## src/lstl_pkg.sv

```systemverilog
// lstl_pkg: shared constants for the led set-point and thermal limit register bank.
// assumes a single 250 MHz core clock and a 4-bit register index from the frame decoder.
package lstl_pkg;

	// register geometry
	localparam int          REG_W      = 9;          // every register is nine bits wide
	localparam int          FIELD_W    = 8;          // low byte is the read-write field
	localparam int          ADDR_W     = 4;          // register index width
	localparam int          RSVD_BIT   = 8;          // reserved bit position, reads zero

	// register indices
	localparam logic [3:0]  ADDR_THERM_LIMIT = 4'h2; // thermal warning limit
	localparam logic [3:0]  ADDR_CH1_PEAK    = 4'h3; // channel 1 peak threshold
	localparam logic [3:0]  ADDR_CH2_PEAK    = 4'h4; // channel 2 peak threshold
	localparam logic [3:0]  ADDR_CH1_OFFTIME = 4'h5; // channel 1 off-time setting
	localparam logic [3:0]  ADDR_DIE_TEMP    = 4'h9; // latest thermal conversion

	// reset values
	localparam logic [7:0]  SETPOINT_RST  = 8'h80;   // all set points come up mid-scale
	localparam logic [7:0]  DIE_TEMP_RST  = 8'h00;   // no conversion yet
	localparam logic [8:0]  READ_ZERO     = 9'h000;  // unmapped and reserved answer

	// peak code is millivolts across the sense resistor
	localparam int          MV_PER_VOLT   = 1000;

	// dac settle bound: longest time rounds down to whole cycles
	localparam int          CLK_MHZ         = 250;
	localparam int          DAC_UPDATE_NS   = 1000;
	localparam int          DAC_UPDATE_CYC  = (DAC_UPDATE_NS * CLK_MHZ) / 1000;
	localparam int          DAC_LATENCY_CYC = 1;     // cycles from set-point register to dac code

endpackage : lstl_pkg

```

## src/lstl_dac_update.sv

```systemverilog
// lstl_dac_update: carries one set-point register into the analog dac code port.
// assumes the dac samples dac_code whenever dac_load pulses; the code is held between loads.
`timescale 1ns/1ps

module lstl_dac_update #(
	parameter int UPDATE_CYC = lstl_pkg::DAC_UPDATE_CYC // bound the load must meet
) (
	input  wire logic       core_clk,
	input  wire logic       rst,
	input  wire logic [7:0] setpoint,
	output logic      [7:0] dac_code,
	output logic            dac_load
);

	logic [7:0] code_q;  // code presented to the dac
	logic [7:0] code_d;
	logic       load_q;  // one-cycle strobe when the code moves
	logic       load_d;

	// a changed set point is copied on the next edge, well inside the bound
	always_comb begin
		code_d = setpoint;
		load_d = (setpoint != code_q) && (lstl_pkg::DAC_LATENCY_CYC <= UPDATE_CYC);
	end

	// registers only
	always_ff @(posedge core_clk or posedge rst) begin
		if (rst) begin
			code_q <= lstl_pkg::SETPOINT_RST;
			load_q <= 1'b0;
		end else begin
			code_q <= code_d;
			load_q <= load_d;
		end
	end

	assign dac_code = code_q;
	assign dac_load = load_q;

endmodule : lstl_dac_update

```

## src/lstl_regs.sv

```systemverilog
// lstl_regs: thermal warning limit, peak threshold and off-time set-point registers.
// assumes the frame decoder hands over one-cycle read and write strobes with a register
// index, and that the thermal converter pulses a valid strobe with each new reading.
//
// Operation
// - thermal limit at 02h, byte field, reset 80h
// - reading above limit sets latched thermal flag
// - bit 8 reserved reads zero, bits 7-0 writable
// - channel 1 peak set point at 03h, reset 80h
// - channel 2 peak set point at 04h, reset 80h
// - channel 1 off-time at 05h feeds dac
// - peak rewrites reach dac within one microsecond
// - peak code means trip millivolts, value/1000 volts
// - on-time ends when sense reaches peak set point
// - flag clears on status read once condition gone
// - latest thermal conversion readable at 09h
`timescale 1ns/1ps

module lstl_regs #(
	parameter int ADDR_W  = lstl_pkg::ADDR_W,  // register index width
	parameter int REG_W   = lstl_pkg::REG_W,   // register width on the access port
	parameter int FIELD_W = lstl_pkg::FIELD_W  // writable field width
) (
	input  wire logic               core_clk,
	input  wire logic               rst,
	// register access from the frame decoder
	input  wire logic [ADDR_W-1:0]  reg_addr,
	input  wire logic [REG_W-1:0]   reg_wdata,
	input  wire logic               reg_wr,
	input  wire logic               reg_rd,
	output logic      [REG_W-1:0]   reg_rdata,
	output logic                    reg_rvalid,
	// status register read strobe and the latched flag shown there
	input  wire logic               status_rd,
	output logic                    thermal_warn_flag,
	// thermal converter
	input  wire logic [FIELD_W-1:0] die_temp_reading,
	input  wire logic               die_temp_valid,
	// peak comparators, sense voltage coded in millivolts
	input  wire logic [FIELD_W-1:0] ch1_sense_mv,
	input  wire logic [FIELD_W-1:0] ch2_sense_mv,
	output logic                    ch1_ontime_end,
	output logic                    ch2_ontime_end,
	// dac codes
	output logic      [FIELD_W-1:0] ch1_peak_dac,
	output logic                    ch1_peak_dac_load,
	output logic      [FIELD_W-1:0] ch2_peak_dac,
	output logic                    ch2_peak_dac_load,
	output logic      [FIELD_W-1:0] ch1_offtime_dac,
	output logic                    ch1_offtime_dac_load
);

	// unsigned strictly-greater compare shared by set and clear paths
	function automatic logic lstl_exceeds(input logic [7:0] reading, input logic [7:0] limit);
		lstl_exceeds = (reading > limit);
	endfunction : lstl_exceeds

	// set-point registers
	logic [7:0] thermal_limit_value_q;   // warning limit
	logic [7:0] thermal_limit_value_d;
	logic [7:0] ch1_peak_setpoint_q;     // channel 1 peak trip, millivolts
	logic [7:0] ch1_peak_setpoint_d;
	logic [7:0] ch2_peak_setpoint_q;     // channel 2 peak trip, millivolts
	logic [7:0] ch2_peak_setpoint_d;
	logic [7:0] ch1_offtime_setpoint_q;  // channel 1 off-time product
	logic [7:0] ch1_offtime_setpoint_d;

	// thermal state
	logic [7:0] die_temp_q;              // latest conversion
	logic [7:0] die_temp_d;
	logic       warn_q;                  // latched warning flag
	logic       warn_d;
	logic       warn_set;                // new conversion over the limit
	logic       cond_present;            // stored reading still over the limit

	// read port
	logic [8:0] rdata_q;
	logic [8:0] rdata_d;
	logic       rvalid_q;
	logic       rvalid_d;

	// comparator outputs are registered so they do not glitch on sense noise
	logic       ch1_end_q;
	logic       ch1_end_d;
	logic       ch2_end_q;
	logic       ch2_end_d;

	// write decode: only the low byte is stored, bit 8 of write data is dropped
	always_comb begin
		thermal_limit_value_d  = thermal_limit_value_q;
		ch1_peak_setpoint_d    = ch1_peak_setpoint_q;
		ch2_peak_setpoint_d    = ch2_peak_setpoint_q;
		ch1_offtime_setpoint_d = ch1_offtime_setpoint_q;
		if (reg_wr) begin
			if (reg_addr == lstl_pkg::ADDR_THERM_LIMIT) begin
				thermal_limit_value_d = reg_wdata[7:0];
			end else if (reg_addr == lstl_pkg::ADDR_CH1_PEAK) begin
				ch1_peak_setpoint_d = reg_wdata[7:0];
			end else if (reg_addr == lstl_pkg::ADDR_CH2_PEAK) begin
				ch2_peak_setpoint_d = reg_wdata[7:0];
			end else if (reg_addr == lstl_pkg::ADDR_CH1_OFFTIME) begin
				ch1_offtime_setpoint_d = reg_wdata[7:0];
			end
			// the reading register and unmapped indices ignore writes
		end
	end

	// set points register; a write may land at any time during operation
	always_ff @(posedge core_clk or posedge rst) begin
		if (rst) begin
			thermal_limit_value_q  <= lstl_pkg::SETPOINT_RST;
			ch1_peak_setpoint_q    <= lstl_pkg::SETPOINT_RST;
			ch2_peak_setpoint_q    <= lstl_pkg::SETPOINT_RST;
			ch1_offtime_setpoint_q <= lstl_pkg::SETPOINT_RST;
		end else begin
			thermal_limit_value_q  <= thermal_limit_value_d;
			ch1_peak_setpoint_q    <= ch1_peak_setpoint_d;
			ch2_peak_setpoint_q    <= ch2_peak_setpoint_d;
			ch1_offtime_setpoint_q <= ch1_offtime_setpoint_d;
		end
	end

	// thermal reading capture and latched warning
	always_comb begin
		die_temp_d   = die_temp_q;
		if (die_temp_valid) begin
			die_temp_d = die_temp_reading;
		end
		// compare against the limit in force when the conversion arrives
		warn_set     = die_temp_valid &&
			lstl_exceeds(die_temp_reading, thermal_limit_value_q);
		// the stored reading decides whether the condition still holds;
		// a limit raised above it lets the next status read clear the flag
		cond_present = lstl_exceeds(die_temp_q, thermal_limit_value_q);
		warn_d       = warn_q;
		if (warn_set) begin
			warn_d = 1'b1;
		end else if (status_rd && !cond_present) begin
			warn_d = 1'b0;
		end
	end

	always_ff @(posedge core_clk or posedge rst) begin
		if (rst) begin
			die_temp_q <= lstl_pkg::DIE_TEMP_RST;
			warn_q     <= 1'b0;
		end else begin
			die_temp_q <= die_temp_d;
			warn_q     <= warn_d;
		end
	end

	// read mux: answer one cycle after the strobe, unmapped reads return zero
	always_comb begin
		rvalid_d = reg_rd;
		rdata_d  = lstl_pkg::READ_ZERO;
		if (reg_rd) begin
			if (reg_addr == lstl_pkg::ADDR_THERM_LIMIT) begin
				rdata_d = {1'b0, thermal_limit_value_q};
			end else if (reg_addr == lstl_pkg::ADDR_CH1_PEAK) begin
				rdata_d = {1'b0, ch1_peak_setpoint_q};
			end else if (reg_addr == lstl_pkg::ADDR_CH2_PEAK) begin
				rdata_d = {1'b0, ch2_peak_setpoint_q};
			end else if (reg_addr == lstl_pkg::ADDR_CH1_OFFTIME) begin
				rdata_d = {1'b0, ch1_offtime_setpoint_q};
			end else if (reg_addr == lstl_pkg::ADDR_DIE_TEMP) begin
				rdata_d = {1'b0, die_temp_q};
			end
		end
	end

	always_ff @(posedge core_clk or posedge rst) begin
		if (rst) begin
			rdata_q  <= lstl_pkg::READ_ZERO;
			rvalid_q <= 1'b0;
		end else begin
			rdata_q  <= rdata_d;
			rvalid_q <= rvalid_d;
		end
	end

	// peak trip: sense millivolts reaching the programmed code ends on-time.
	// the code is read directly as millivolts, so no scaling sits here; small
	// codes trip with more relative spread, which is why hosts use high codes
	always_comb begin
		ch1_end_d = (ch1_sense_mv >= ch1_peak_dac);
		ch2_end_d = (ch2_sense_mv >= ch2_peak_dac);
	end

	always_ff @(posedge core_clk or posedge rst) begin
		if (rst) begin
			ch1_end_q <= 1'b0;
			ch2_end_q <= 1'b0;
		end else begin
			ch1_end_q <= ch1_end_d;
			ch2_end_q <= ch2_end_d;
		end
	end

	// dac hand-off for the two peak and the off-time set points
	lstl_dac_update #(
		.UPDATE_CYC (lstl_pkg::DAC_UPDATE_CYC)
	) u_ch1_peak (
		.core_clk (core_clk),
		.rst      (rst),
		.setpoint (ch1_peak_setpoint_q),
		.dac_code (ch1_peak_dac),
		.dac_load (ch1_peak_dac_load)
	);

	lstl_dac_update #(
		.UPDATE_CYC (lstl_pkg::DAC_UPDATE_CYC)
	) u_ch2_peak (
		.core_clk (core_clk),
		.rst      (rst),
		.setpoint (ch2_peak_setpoint_q),
		.dac_code (ch2_peak_dac),
		.dac_load (ch2_peak_dac_load)
	);

	lstl_dac_update #(
		.UPDATE_CYC (lstl_pkg::DAC_UPDATE_CYC)
	) u_ch1_offtime (
		.core_clk (core_clk),
		.rst      (rst),
		.setpoint (ch1_offtime_setpoint_q),
		.dac_code (ch1_offtime_dac),
		.dac_load (ch1_offtime_dac_load)
	);

	// outputs
	assign reg_rdata         = rdata_q;
	assign reg_rvalid        = rvalid_q;
	assign thermal_warn_flag = warn_q;
	assign ch1_ontime_end    = ch1_end_q;
	assign ch2_ontime_end    = ch2_end_q;

endmodule : lstl_regs

```

## config.mk

```make
export PLATFORM = sky130hd
export DESIGN_NAME = lstl_regs
export DESIGN_NICKNAME = d
export VERILOG_FILES = /design/src/lstl_pkg.sv /design/src/lstl_dac_update.sv /design/src/lstl_regs.sv
export SDC_FILE = /design/constraint.sdc
export NUM_CORES = 1
export LEC_CHECK = 0
export BUFFER_PORTS_ARGS = -buffer_cell sky130_fd_sc_hd__buf_2
export CAP_MARGIN = 0
export CORE_ASPECT_RATIO = 1.5
export CORE_MARGIN = 3
export CORE_UTILIZATION = 30
export DETAILED_ROUTE_END_ITERATION = 8
export HOLD_SLACK_MARGIN = 0.05
export SYNTH_ARGS = -nofsm -noshare
export SYNTH_HDL_FRONTEND = slang
export SYNTH_SLANG_ARGS = --single-unit
```

## constraint.sdc

```tcl
create_clock -name core_clk -period 3.1 [get_ports core_clk]
set_input_delay 0.62 -clock core_clk [delete_from_list [all_inputs] [get_ports core_clk]]
set_output_delay 0.62 -clock core_clk [all_outputs]
set_load 0.05 [all_outputs]
```

# ---- Word level (Yosys, flattened, before mapping)
# Cells that the tools add are included.
dict set report classes {
  n_addsub 0
  n_mul 0
  n_div 0
  n_lt_le_gt_ge 4
  eq_ne 8
  shifts 0
  mux 8
  n_bitwise 3
  reduce_logical 8
}
# cell count
set op_table {}
lappend op_table {{$mux W8} 6}
lappend op_table {{$ne A8 B8 Y1} 3}
lappend op_table {{$ge A8 B8 Y1} 2}
lappend op_table {{$gt A8 B8 Y1} 2}
lappend op_table {{$eq A4 B2 Y1 const B} 2}
lappend op_table {{$eq A4 B3 Y1 const B} 2}
lappend op_table {{$reduce_and A5 Y1} 1}
lappend op_table {{$eq A4 B4 Y1 const B} 1}
lappend op_table {{$reduce_and A4 Y1} 1}
lappend op_table {{$not A1 Y1} 3}
lappend op_table {{$reduce_and A3 Y1} 1}
lappend op_table {{$logic_and A1 B1 Y1} 2}
lappend op_table {{$mux W1} 2}
lappend op_table {{$reduce_and A2 Y1} 1}
lappend op_table {{$reduce_bool A2 Y1} 1}
lappend op_table {{$logic_not A1 Y1} 1}
dict set report totals {
  ff_bits 80
  latchBits 0
  ram_bits 0
  rom_bits 0
  in_bits 43
  out_inout_bits 40
  word_cells 47
  mem_count 0
}

# ---- Depth between registers and ports, before layout
# Gate-level depths: netlist (run 1).
dict set report depth {
  ltp_word 7
  depth_mapped 7
  mapped_depth_nobuf 7
}

# ---- Cells and area by module
# From an unflattened synthesis (run 1), not the netlist that was laid out.
dict set report hier_totals {
  cells_unflattened 354
  area_unflattened_um2 3971.3
}
# module instances cells_each area_per_inst_um2 seq_area_each_um2
set by_module_without_submodules {}
lappend by_module_without_submodules {lstl_regs 1 291 3021.6 1306.3}
lappend by_module_without_submodules {lstl_dac_update 3 21 316.6 226.5}

# ---- Least setup slack after synthesis (run 1)
# OpenSTA, ideal clock, no wires.
dict set report synth_timing {
  path_kind {in2reg}
  from {input reg_addr[2]}
  to {register ch1_peak_setpoint_q[0]}
  setup_time_ns 0.127
  arrival_ns 1.609
  required_time_ns 2.973
  path_slack_ns 1.363
  stages 5
  n_path_buf 2
  path_cell_list {buf_4 -> nor2b_1 -> and3_1 -> buf_4 -> mux2_1}
}
dict set report synth_between {
  elab_chain_cells 3
  word_cells_on_any_way 4
  classes_between {eq/ne (2); bitwise (1); reduce/logical (1)}
}
# element line
set synth_lines {}
lappend synth_lines {{start, declared} lstl_regs.sv:27} ;# input wire logic [ADDR_W-1:0] reg_addr,
lappend synth_lines {{$eq A4 B2 Y1} lstl_regs.sv:95} ;# if (reg_addr == lstl_pkg::ADDR_THERM_LIMIT) begin
lappend synth_lines {{$not A1 Y1 (no line)} n/a}
lappend synth_lines {{$reduce_and A3 Y1 (no line) *} n/a}
lappend synth_lines {{end signal, assigned} lstl_regs.sv:112} ;# ch1_peak_setpoint_q <= lstl_pkg::SETPOINT_RST;
lappend synth_lines {{end signal, assigned} lstl_regs.sv:117} ;# ch1_peak_setpoint_q <= ch1_peak_setpoint_d;
lappend synth_lines {{end, declared} lstl_regs.sv:61} ;# logic [7:0] ch1_peak_setpoint_q;
# Mark *: on every way between the ends. The rest lies on a longest branch, timed or not.
# A chain may end at the register's enable or synchronous reset.

# ---- Final worst setup path (run 1)
dict set report layout_timing {
  from {register u_ch2_peak.code_q[7], in the netlist u_ch2_peak.dac_code[7]}
  to {output ch2_peak_dac[7]}
}
# element line
set layout_lines {}
lappend layout_lines {{start, declared} lstl_dac_update.sv:15} ;# logic [7:0] code_q;
lappend layout_lines {{start signal, assigned} lstl_dac_update.sv:29} ;# code_q <= lstl_pkg::SETPOINT_RST;
lappend layout_lines {{start signal, assigned} lstl_dac_update.sv:32} ;# code_q <= code_d;
lappend layout_lines {{end, declared} lstl_regs.sv:47} ;# output logic [FIELD_W-1:0] ch2_peak_dac,
# No word-level cell between the ends.

==> flow_summary.json, run 1 <==
{
  "skew_ns": 0.006860,
  "clkSinkCount": 79,
  "cts_tree": "yes",
  "async_reset_ff_share_pct": 100.0,
  "drive_above_1_share_pct": 32.07,
  "grt_pass1_vias": 2883,
  "worstPathRequired_ns": 2.48,
  "cp-end-kind": "primary output",
  "grt_max_degree": 51,
  "gp_congestion": 0.8598,
  "htreeDepth": 3,
  "rows": 50,
  "drt_iter0_markers": 119,
  "leakage_nw": 2.301,
  "peakVddDrop_mv": 0.2324,
  "drtPass1Iterations": 4,
  "slowest_delay_ns": 0.55,
  "synthAdderAreaFrac_pct": 10.19,
  "hp-class": "reg2reg",
  "switching_share_pct": 37.07,
  "synth_top_family_by_area": "multiplexers",
  "fmax_mhz": 566.4,
  "finalSetupTns_ns": 0,
  "avgSynthCellArea_um2": 11.83,
  "start_kind": "flop",
  "dr_total_vias": 2765,
  "routed_via_density": 4.792,
  "cts_buffers": 9,
  "grt.overflow.total": 0,
  "worstSetupPathType": "reg2out",
  "pwr-share-seq_pct": 42.4,
  "crit_chain": "buf_2",
  "finalNetCount": 491,
  "synth_area_um2": 3929,
  "syn_inst": 332,
  "power.share.combinational_pct": 30.4,
  "drv_slew": 0,
  "rsz0062_at_grt": "false",
  "synth-compound-area-share_pct": 9.522,
  "cts_resized": 0,
  "synth_top_area_share_pct": 45.86,
  "intPower_mw": 2.153,
  "die_h_um": 146.2,
  "cts.path.max_buffers": 2,
  "areaGrowthSynthToFinish_pct": 20.89,
  "cts_setup_buffers": 0,
  "clkPwrFrac_pct": 27.2,
  "cp.buffers_inverters": 1,
  "ys_seq_elements": 79,
  "ys_types": 42,
  "ios": 83,
  "period_needed_ns": 1.766,
  "setup_viol": 0,
  "synthTopCellsByArea": "dfrtp_1, ha_1, mux2_2",
  "clkSlewWorstSetupHoldPaths_ns": 0.06,
  "worst_slack_ns": 1.334,
  "n_antenna_cell": 0,
  "clock-root-buffer": "clkbuf_16",
  "synth.most_common_cell": "dfrtp_1",
  "antenna_found_initial": 0,
  "ys_seq_area_share_pct": 50.54,
  "synth.yosys.warnings": 0,
  "yosys_most_used_dff": "dfrtp_1",
  "portBuffers": 80,
  "synthTopCellsByCount": "dfrtp_1, ha_1, mux2_2",
  "synth_edf_count": 0,
  "crit_path_max_fanout": 3,
  "synth_fp_nets": 407,
  "drc_errors": 0,
  "core_area_um2": 12640,
  "place_ws_ns": 1.010,
  "period_share_pct": 56.95,
  "die_area_um2": 14530,
  "ctsHoldBuffers": 0,
  "cpMaxStageDelayCell": "dfstp_2",
  "die_x_um": 99.44,
  "p_sw_mw": 1.269,
  "yosysTopAreaCell": "dfrtp_1",
  "routed_wl_um": 9518,
  "worstMarginPinSlew_ns": 0.6928,
  "antenna_left": 0,
  "hold_viol": 0,
  "post_drt_wl_per_cell_um": 16.50,
  "synth-xor-area-share_pct": 5.350,
  "dp_hpwl_um": 7602,
  "status": "finished, final reports clean",
  "grt_pass1_wl_um": 15130,
  "track_usage_pct": 13.52,
  "power_density_nw_per_um2": 720.5,
  "synth-simple-area-share_pct": 8.535,
  "crit_arrival_ns": 1.15,
  "slew_headroom_pct": 53.75,
  "muxShareOfSynthArea_pct": 11.72,
  "maxCapViolations": 0,
  "clkLatencyLatePin_ns": 0.33,
  "crit_family": "flip-flops",
  "start_util_pct": 31.09
}
-- per-stage QoR --
step	hold WS [ns]	utilization [%]	std cells	power (mW)	instance area [um^2]
5_1_grt	0.4024	37.58	577	3.634	4750
3_5_place_dp	0.3875	35.53	561	2.527	4491
3_3_place_gp	0.3830	35.53	561	2.483	4491
6_report	0.3938	37.58	577	3.422	4750
2_1_floorplan	0.3711	-	332	2.208	3929
4_1_cts	0.3958	37.58	577	3.463	4750
-- sequential cells by signal (all words and copies together) (netlist names), 8 cells and up --
register,count
ch1_offtime_setpoint_q,8
ch1_peak_setpoint_q,8
ch2_peak_setpoint_q,8
die_temp_q,8
reg_rdata,8
thermal_limit_value_q,8
u_ch1_offtime.dac_code,8
u_ch1_peak.dac_code,8
u_ch2_peak.dac_code,8
-- routing by layer --
metal,vias to the layer above,part of all wire (%),track usage (%)
li1,1341,-,-
met1,1326,39,14.62
met2,75,53,23.89
met3,23,4.3,3.155
met4,0,4.4,7.450
met5,-,0,0
-- layout make-up --
cell class	instances	area (um^2)
clock buffer	12	236.5
multi-input combinational	217	1784
tap	156	195.2
clock inverter	4	22.52
timing repair buffer	81	420.4
sequential	79	1986
fill	1283	7888
inverter	28	105.1
-- cell usage in the layout, fill, tap and decap left out, drive strengths merged, types with 8 or more instances in the layout --
master	n
clkbuf	12
nand3	8
buf	81
xor2	24
dfrtp	72
o21ai	14
ha	32
inv	27
nor2	12
a21oi	10
mux2	40
nand2	12
-- path summary, 6_finish.rpt --
| check | startpoint | to | slack [ns] | cells after the start |
|---|---|---|---|---|
| min in group asynchronous | rst | reg_rvalid | 0.40 | 2 |
| max | u_ch2_peak.dac_code[7] | ch2_peak_dac[7] | 1.33 | 1 |
| max in group asynchronous | rst | u_ch1_offtime.dac_code[7] | 1.95 | 3 |
| min | ch2_peak_setpoint_q[7] | u_ch2_peak.dac_code[7] | 0.39 | 0 |
| min reg2reg | ch2_peak_setpoint_q[7] | u_ch2_peak.dac_code[7] | 0.39 | 0 |
| max reg2reg | thermal_limit_value_q[7] | thermal_warn_flag | 1.37 | 7 |
-- cell families (layout without fill, tap and decap cells) --
group                    after synthesis  in the layout
AO/OA/AOI/OAI                         57             57
buffers and inverters                 36            125
other                                  1              1
AND/OR/NAND/NOR                       62             62
XOR/XNOR                              24             24
multiplexers                          41             41
flip-flops                            79             79
adder cells (fa/ha/maj)               32             32
-- power groups by stage --
stage	Clock, mW	Sequential, mW	Combinational [mW]
global placement	0	1.46	1.02
CTS	0.948	1.46	1.06
global route	1.01	1.49	1.14
floorplan	0	1.75	0.463
detailed placement	0	1.47	1.05
finish	0.931	1.45	1.04
(Power assumes the default switching activity.)
==> run 2, diff against run 1 <==
==> constraint.sdc (replaced) <==
create_clock -name core_clk -period 1.71 [get_ports core_clk]
set_input_delay 0.342 -clock core_clk [delete_from_list [all_inputs] [get_ports core_clk]]
set_output_delay 0.342 -clock core_clk [all_outputs]
set_load 0.05 [all_outputs]
==> run 2 against run 1 <==
Final area up 5.5%. Sequential power up 82%. Sequential cell count unchanged. Critical endpoint is now thermal_warn_flag. Combinational power increased by 88%. First-iteration DRC count down 2.5%.
==> flow_summary.json, run 2 (synthesis gave the netlist of run 1 again) <==
{
  "track_usage_pct": 14.11,
  "finalNetCount": 508,
  "post_drt_wl_per_cell_um": 16.42,
  "setup_viol": 0,
  "grt_pass1_wl_um": 15650,
  "reg2reg_depth": 7,
  "whs_path_depth": 1,
  "routed_wl_um": 9755,
  "crit_chain": "inv_2 > ha_4 > o21ai_0 > o21ai_1 > nand2b_1 > o311ai_0 > o22ai_1",
  "drt_iter0_markers": 116,
  "period_needed_ns": 1.614,
  "grt_max_degree": 24,
  "grt_pass1_vias": 3032,
  "cp-end-kind": "flop",
  "crit_family": "compound AO/OA/AOI/OAI gates",
  "drive_above_1_share_pct": 35.84,
  "cts_setup_buffers": 0,
  "place_area_um2": 4652,
  "clock-root-buffer": "clkbuf_16",
  "clkSlewWorstSetupHoldPaths_ns": 0.06,
  "status": "finished, final reports clean",
  "start_util_pct": 31.09,
  "power_density_nw_per_um2": 1330,
  "portBuffers": 80,
  "peakVddDrop_mv": 0.5446,
  "slowest_delay_ns": 0.54,
  "drc_errors": 0,
  "clkSinkCount": 79,
  "cts_tree": "yes",
  "routed_via_density": 4.734,
  "finalSetupTns_ns": 0,
  "grt.overflow.total": 0,
  "die_h_um": 146.2,
  "min_from": "reg_rd",
  "rows": 50,
  "die_area_um2": 14530,
  "min_to": "reg_rvalid",
  "crit_arrival_ns": 1.87,
  "ios": 83,
  "power.total_mw": 6.665,
  "gp_congestion": 0.8199,
  "cp_num_cells": 7,
  "start_kind": "flop",
  "period_share_pct": 94.39,
  "dp_hpwl_um": 7907,
  "fin_area_um2": 5012,
  "timing.rr.end": "thermal_warn_flag",
  "cp.buffers_inverters": 1,
  "antenna_found_initial": 0,
  "hp-class": "in2reg",
  "cts_buffers": 9,
  "htreeDepth": 3,
  "dp_cells": 577,
  "die_x_um": 99.44,
  "worstPathRequired_ns": 1.97,
  "layout_commonest_cell": "buf_2",
  "areaGrowthSynthToFinish_pct": 27.58,
  "maxCapViolations": 0,
  "fmax_mhz": 619.6,
  "drv_slew": 0,
  "leakage_nw": 2.423,
  "n_antenna_cell": 0,
  "stdcell_count": 594,
  "core_area_um2": 12640,
  "hold_viol": 0,
  "worstSetupPathType": "reg2reg",
  "crit_path_max_fanout": 3,
  "rr_startpoint": "thermal_limit_value_q[7]",
  "skew_ns": 0.01014,
  "utilization_pct": 39.66,
  "drtPass1Iterations": 4,
  "rrSetupSlack_ns": 0.1,
  "layout_common_cells": "buf_2, dfrtp_1, ha_1",
  "antenna_left": 0,
  "cpMaxStageDelayCell": "dfstp_2",
  "clkLatencyLatePin_ns": 0.34,
  "dr_total_vias": 2812,
  "cts.path.max_buffers": 2
}
[run 2: cell count changes in the layout (fill, tap and decap cells not counted), sizes merged]
cell         before  now
clkinvlp          1    2
buf              81   97
inv              27   26
clkbuf           12   13
bufinv            0    2
dlygate4sd3       0    1
clkinv            4    1
[run 2: final cells by class]
type                       count  area (um^2)
fill                        1240         7625
inverter                      28        108.9
timing repair buffer          98        588.1
tap                          156        195.2
clock buffer                  13        260.3
clock inverter                 3        67.56
multi-input combinational    217         1807
sequential                    79         1986
[run 2: metrics by stage]
| stage | worst slack (ns) | hold slack [ns] |
|---|---|---|
| global placement | 0.05401 | 0.3800 |
| floorplan | 0.08296 | 0.3711 |
| CTS | 0.01183 | 0.1952 |
| finish | 0.09593 | 0.2070 |
| global route | -0.005526 | 0.2045 |
| detailed placement | 0.02171 | 0.3713 |
[run 2: where the power goes]
part	switching, mW	internal [mW]
sequential	0.371	2.27
clock	0.710	1.36
combinational	1.25	0.711
total	2.33	4.33
[run 2: worst max-delay path by stage]
stage                             startpoint           endpoint
floorplan             u_ch1_peak.dac_code[0]     ch1_ontime_end
global route        thermal_limit_value_q[7]  thermal_warn_flag
CTS                 thermal_limit_value_q[7]  thermal_warn_flag
global placement    thermal_limit_value_q[7]  thermal_warn_flag
finish              thermal_limit_value_q[7]  thermal_warn_flag
detailed placement  thermal_limit_value_q[7]  thermal_warn_flag
[run 2: repair_timing]
action,in CTS,in global routing
resized for setup,0,6
setup endpoints to repair,0,1
hold buffers,1,0
hold endpoints to repair,13,0
[run 2: routing by layer]
| metal | vias to the layer above | wire [um] | global-route usage [%] |
|---|---|---|---|
| met4 | 0 | 306 | 7.656 |
| met3 | 17 | 369 | 2.772 |
| li1 | 1371 | - | - |
| met5 | - | 0 | 0 |
| met2 | 55 | 5304 | 25.47 |
| met1 | 1369 | 3775 | 15.16 |
==> run 3, diff against run 2 <==
--- a/config.mk
+++ b/config.mk
@@ -5,11 +5,12 @@
 export SDC_FILE = /design/constraint.sdc
 export NUM_CORES = 1
 export LEC_CHECK = 0
+export ABC_AREA = 1
 export BUFFER_PORTS_ARGS = -buffer_cell sky130_fd_sc_hd__buf_2
 export CAP_MARGIN = 0
 export CORE_ASPECT_RATIO = 1.5
 export CORE_MARGIN = 3
-export CORE_UTILIZATION = 30
+export CORE_UTILIZATION = 40
 export DETAILED_ROUTE_END_ITERATION = 8
 export HOLD_SLACK_MARGIN = 0.05
 export SYNTH_ARGS = -nofsm -noshare
==> run 3 against run 2 <==
Hold slack got worse by 0.10 ns. Area after synthesis rose by 5.4%. Clock skew decreased by 0.0049 ns. Maximum frequency up 2.8%. Die area shrank 20%. Critical path depth is 2 higher. First-iteration DRC count is 24% lower. Largest cell class unchanged. Highest routed layer unchanged.
==> flow_summary.json, run 3 <==
{
  "async_reset_ff_share_pct": 100.0,
  "synth_top_area_share_pct": 43.53,
  "leakage_nw": 2.595,
  "cts_buffers": 9,
  "gp_congestion": 0.7973,
  "fin_area_um2": 4920,
  "ctsHoldBuffers": 0,
  "maxCapViolations": 0,
  "crit_chain": "inv_1 > ha_1 > a21o_1 > nor2_1 > nand2_1 > nand2_1 > nand2_1 > nand2_1 > nand2_1",
  "routed_via_density": 4.906,
  "syn_inst": 442,
  "fmax_mhz": 637.2,
  "synthTopCellsByArea": "dfrtp_1, ha_1, nand2_1",
  "stdcell_count": 648,
  "dp_hpwl_um": 7369,
  "period_needed_ns": 1.569,
  "synth.most_common_cell": "nand2_1",
  "fin_hold_ws_ns": 0.1065,
  "hp-class": "in2async",
  "ys_seq_area_share_pct": 47.97,
  "cpMostUsedCell": "nand2_1",
  "power.share.combinational_pct": 29.7,
  "cts.path.max_buffers": 2,
  "die_h_um": 130.6,
  "rows": 44,
  "layout_commonest_cell": "nand2_1",
  "cpMaxStageDelayCell": "dfstp_2",
  "cp-end-kind": "flop",
  "slowest_delay_ns": 0.54,
  "finalSetupTns_ns": 0,
  "setup_viol": 0,
  "power.total_mw": 6.139,
  "crit_arrival_ns": 1.80,
  "period_share_pct": 91.78,
  "grt_max_degree": 80,
  "clkPwrFrac_pct": 28.7,
  "power_density_nw_per_um2": 1248,
  "skew_ns": 0.005247,
  "crit_path_max_fanout": 3,
  "start_util_pct": 41.77,
  "hold_viol": 0,
  "post_drt_wl_per_cell_um": 14.48,
  "grt_pass1_wl_um": 14860,
  "areaGrowthSynthToFinish_pct": 18.86,
  "status": "finished, final reports clean",
  "worstSetupPathType": "reg2reg",
  "yosysTopAreaCell": "dfrtp_1",
  "synth_fp_nets": 517,
  "worstPathRequired_ns": 1.94,
  "drtPass1Iterations": 4,
  "synth_area_um2": 4139,
  "utilization_pct": 49.65,
  "htreeDepth": 3,
  "layout_common_cells": "nand2_1, buf_2, dfrtp_1",
  "ys_seq_elements": 79,
  "intPower_mw": 3.878,
  "crit_family": "flip-flops",
  "avgSynthCellArea_um2": 9.364,
  "worst_slack_ns": 0.1405,
  "drc_errors": 0,
  "cts_tree": "yes",
  "grt_pass1_vias": 3006,
  "dr_total_vias": 3179,
  "die_area_um2": 11630,
  "antenna_left": 0,
  "yosys_most_used_dff": "dfrtp_1",
  "drv_slew": 0,
  "synth.yosys.warnings": 0,
  "track_usage_pct": 17.29,
  "die_x_um": 89.06,
  "cp.buffers_inverters": 1,
  "place_ws_ns": 0.1408,
  "drive_above_1_share_pct": 26.08,
  "rsz0062_at_grt": "false",
  "clkSinkCount": 79,
  "cts_resized": 0,
  "ys_types": 34,
  "core_area_um2": 9910,
  "p_sw_mw": 2.261,
  "portBuffers": 80,
  "n_antenna_cell": 0,
  "routed_wl_um": 9382,
  "clock-root-buffer": "clkbuf_16",
  "clkSlewWorstSetupHoldPaths_ns": 0.06,
  "antenna_found_initial": 0,
  "finalNetCount": 603,
  "drt_iter0_markers": 88,
  "clkLatencyLatePin_ns": 0.34,
  "grt.overflow.total": 0,
  "synth_edf_count": 0,
  "start_kind": "flop",
  "peakVddDrop_mv": 0.6282,
  "switching_share_pct": 36.83,
  "dp_cells": 632,
  "cts_setup_buffers": 0,
  "ios": 83,
  "pwr-share-seq_pct": 41.7,
  "place_area_um2": 4647,
  "synthTopCellsByCount": "nand2_1, dfrtp_1, inv_1"
}
==> run 3: changes by cell type in the layout (fill, tap and decap cells not counted), sizes merged, moves of 12 or more <==
cell   change
nand2     +95
mux2      -40
inv       +33
o21ai     +23
a21oi     +14
buf       -14
nand3     +12
==> run 3: power groups by stage <==
stage | Combinational, mW | Clock [mW] | Sequential, mW
after detailed placement | 1.85 | 0 | 2.60
after floorplan | 0.868 | 0 | 3.05
after CTS | 1.85 | 1.80 | 2.57
after global routing | 2.04 | 1.88 | 2.61
final | 1.82 | 1.76 | 2.56
after global placement | 1.79 | 0 | 2.58
==> run 3: cell families after synthesis <==
group,share of synthesized area [%]
AO/OA/AOI/OAI,11.09
XOR/XNOR,4.655
adder cells (fa/ha/maj),9.673
buffers and inverters,7.618
flip-flops,47.97
other,0.09060
AND/OR/NAND/NOR,18.89
==> run 3: cell type report <==
| cell class | instances | area [um^2] |
|---|---|---|
| fill | 966 | 4990 |
| sequential | 79 | 1986 |
| multi-input combinational | 293 | 1838 |
| timing repair buffer | 83 | 435.4 |
| clock buffer | 15 | 267.8 |
| inverter | 62 | 244.0 |
| tap | 115 | 143.9 |
| clock inverter | 1 | 5.005 |
==> run 3: layer usage <==
metal	track usage (%)	vias up	routed length (um)
li1	-	1617	-
met4	9.202	0	381
met1	19.89	1448	3790
met5	0	-	0
met2	29.22	90	4726
met3	4.329	24	483
==> run 3: final timing paths <==
path	from	end	slack, ns	cells past startpoint
worst min-delay path	rst	u_ch1_offtime.dac_load	0.11	3
min in group core_clk	reg_rd	reg_rvalid	0.19	1
worst max-delay path	thermal_limit_value_q[7]	thermal_warn_flag	0.14	9
max in group asynchronous	rst	u_ch2_peak.dac_code[7]	1.23	3
worst min register to register	ch1_offtime_setpoint_q[7]	u_ch1_offtime.dac_code[7]	0.39	0
worst max register to register	thermal_limit_value_q[7]	thermal_warn_flag	0.14	9
==> run 3: worst register-to-register path, stage by stage (launching register included) <==
cell,delay [ns]
dfstp_2,0.54
inv_1,0.07
ha_1,0.30
a21o_1,0.18
nor2_1,0.12
nand2_1,0.06
nand2_1,0.06
nand2_1,0.05
nand2_1,0.05
nand2_1,0.04
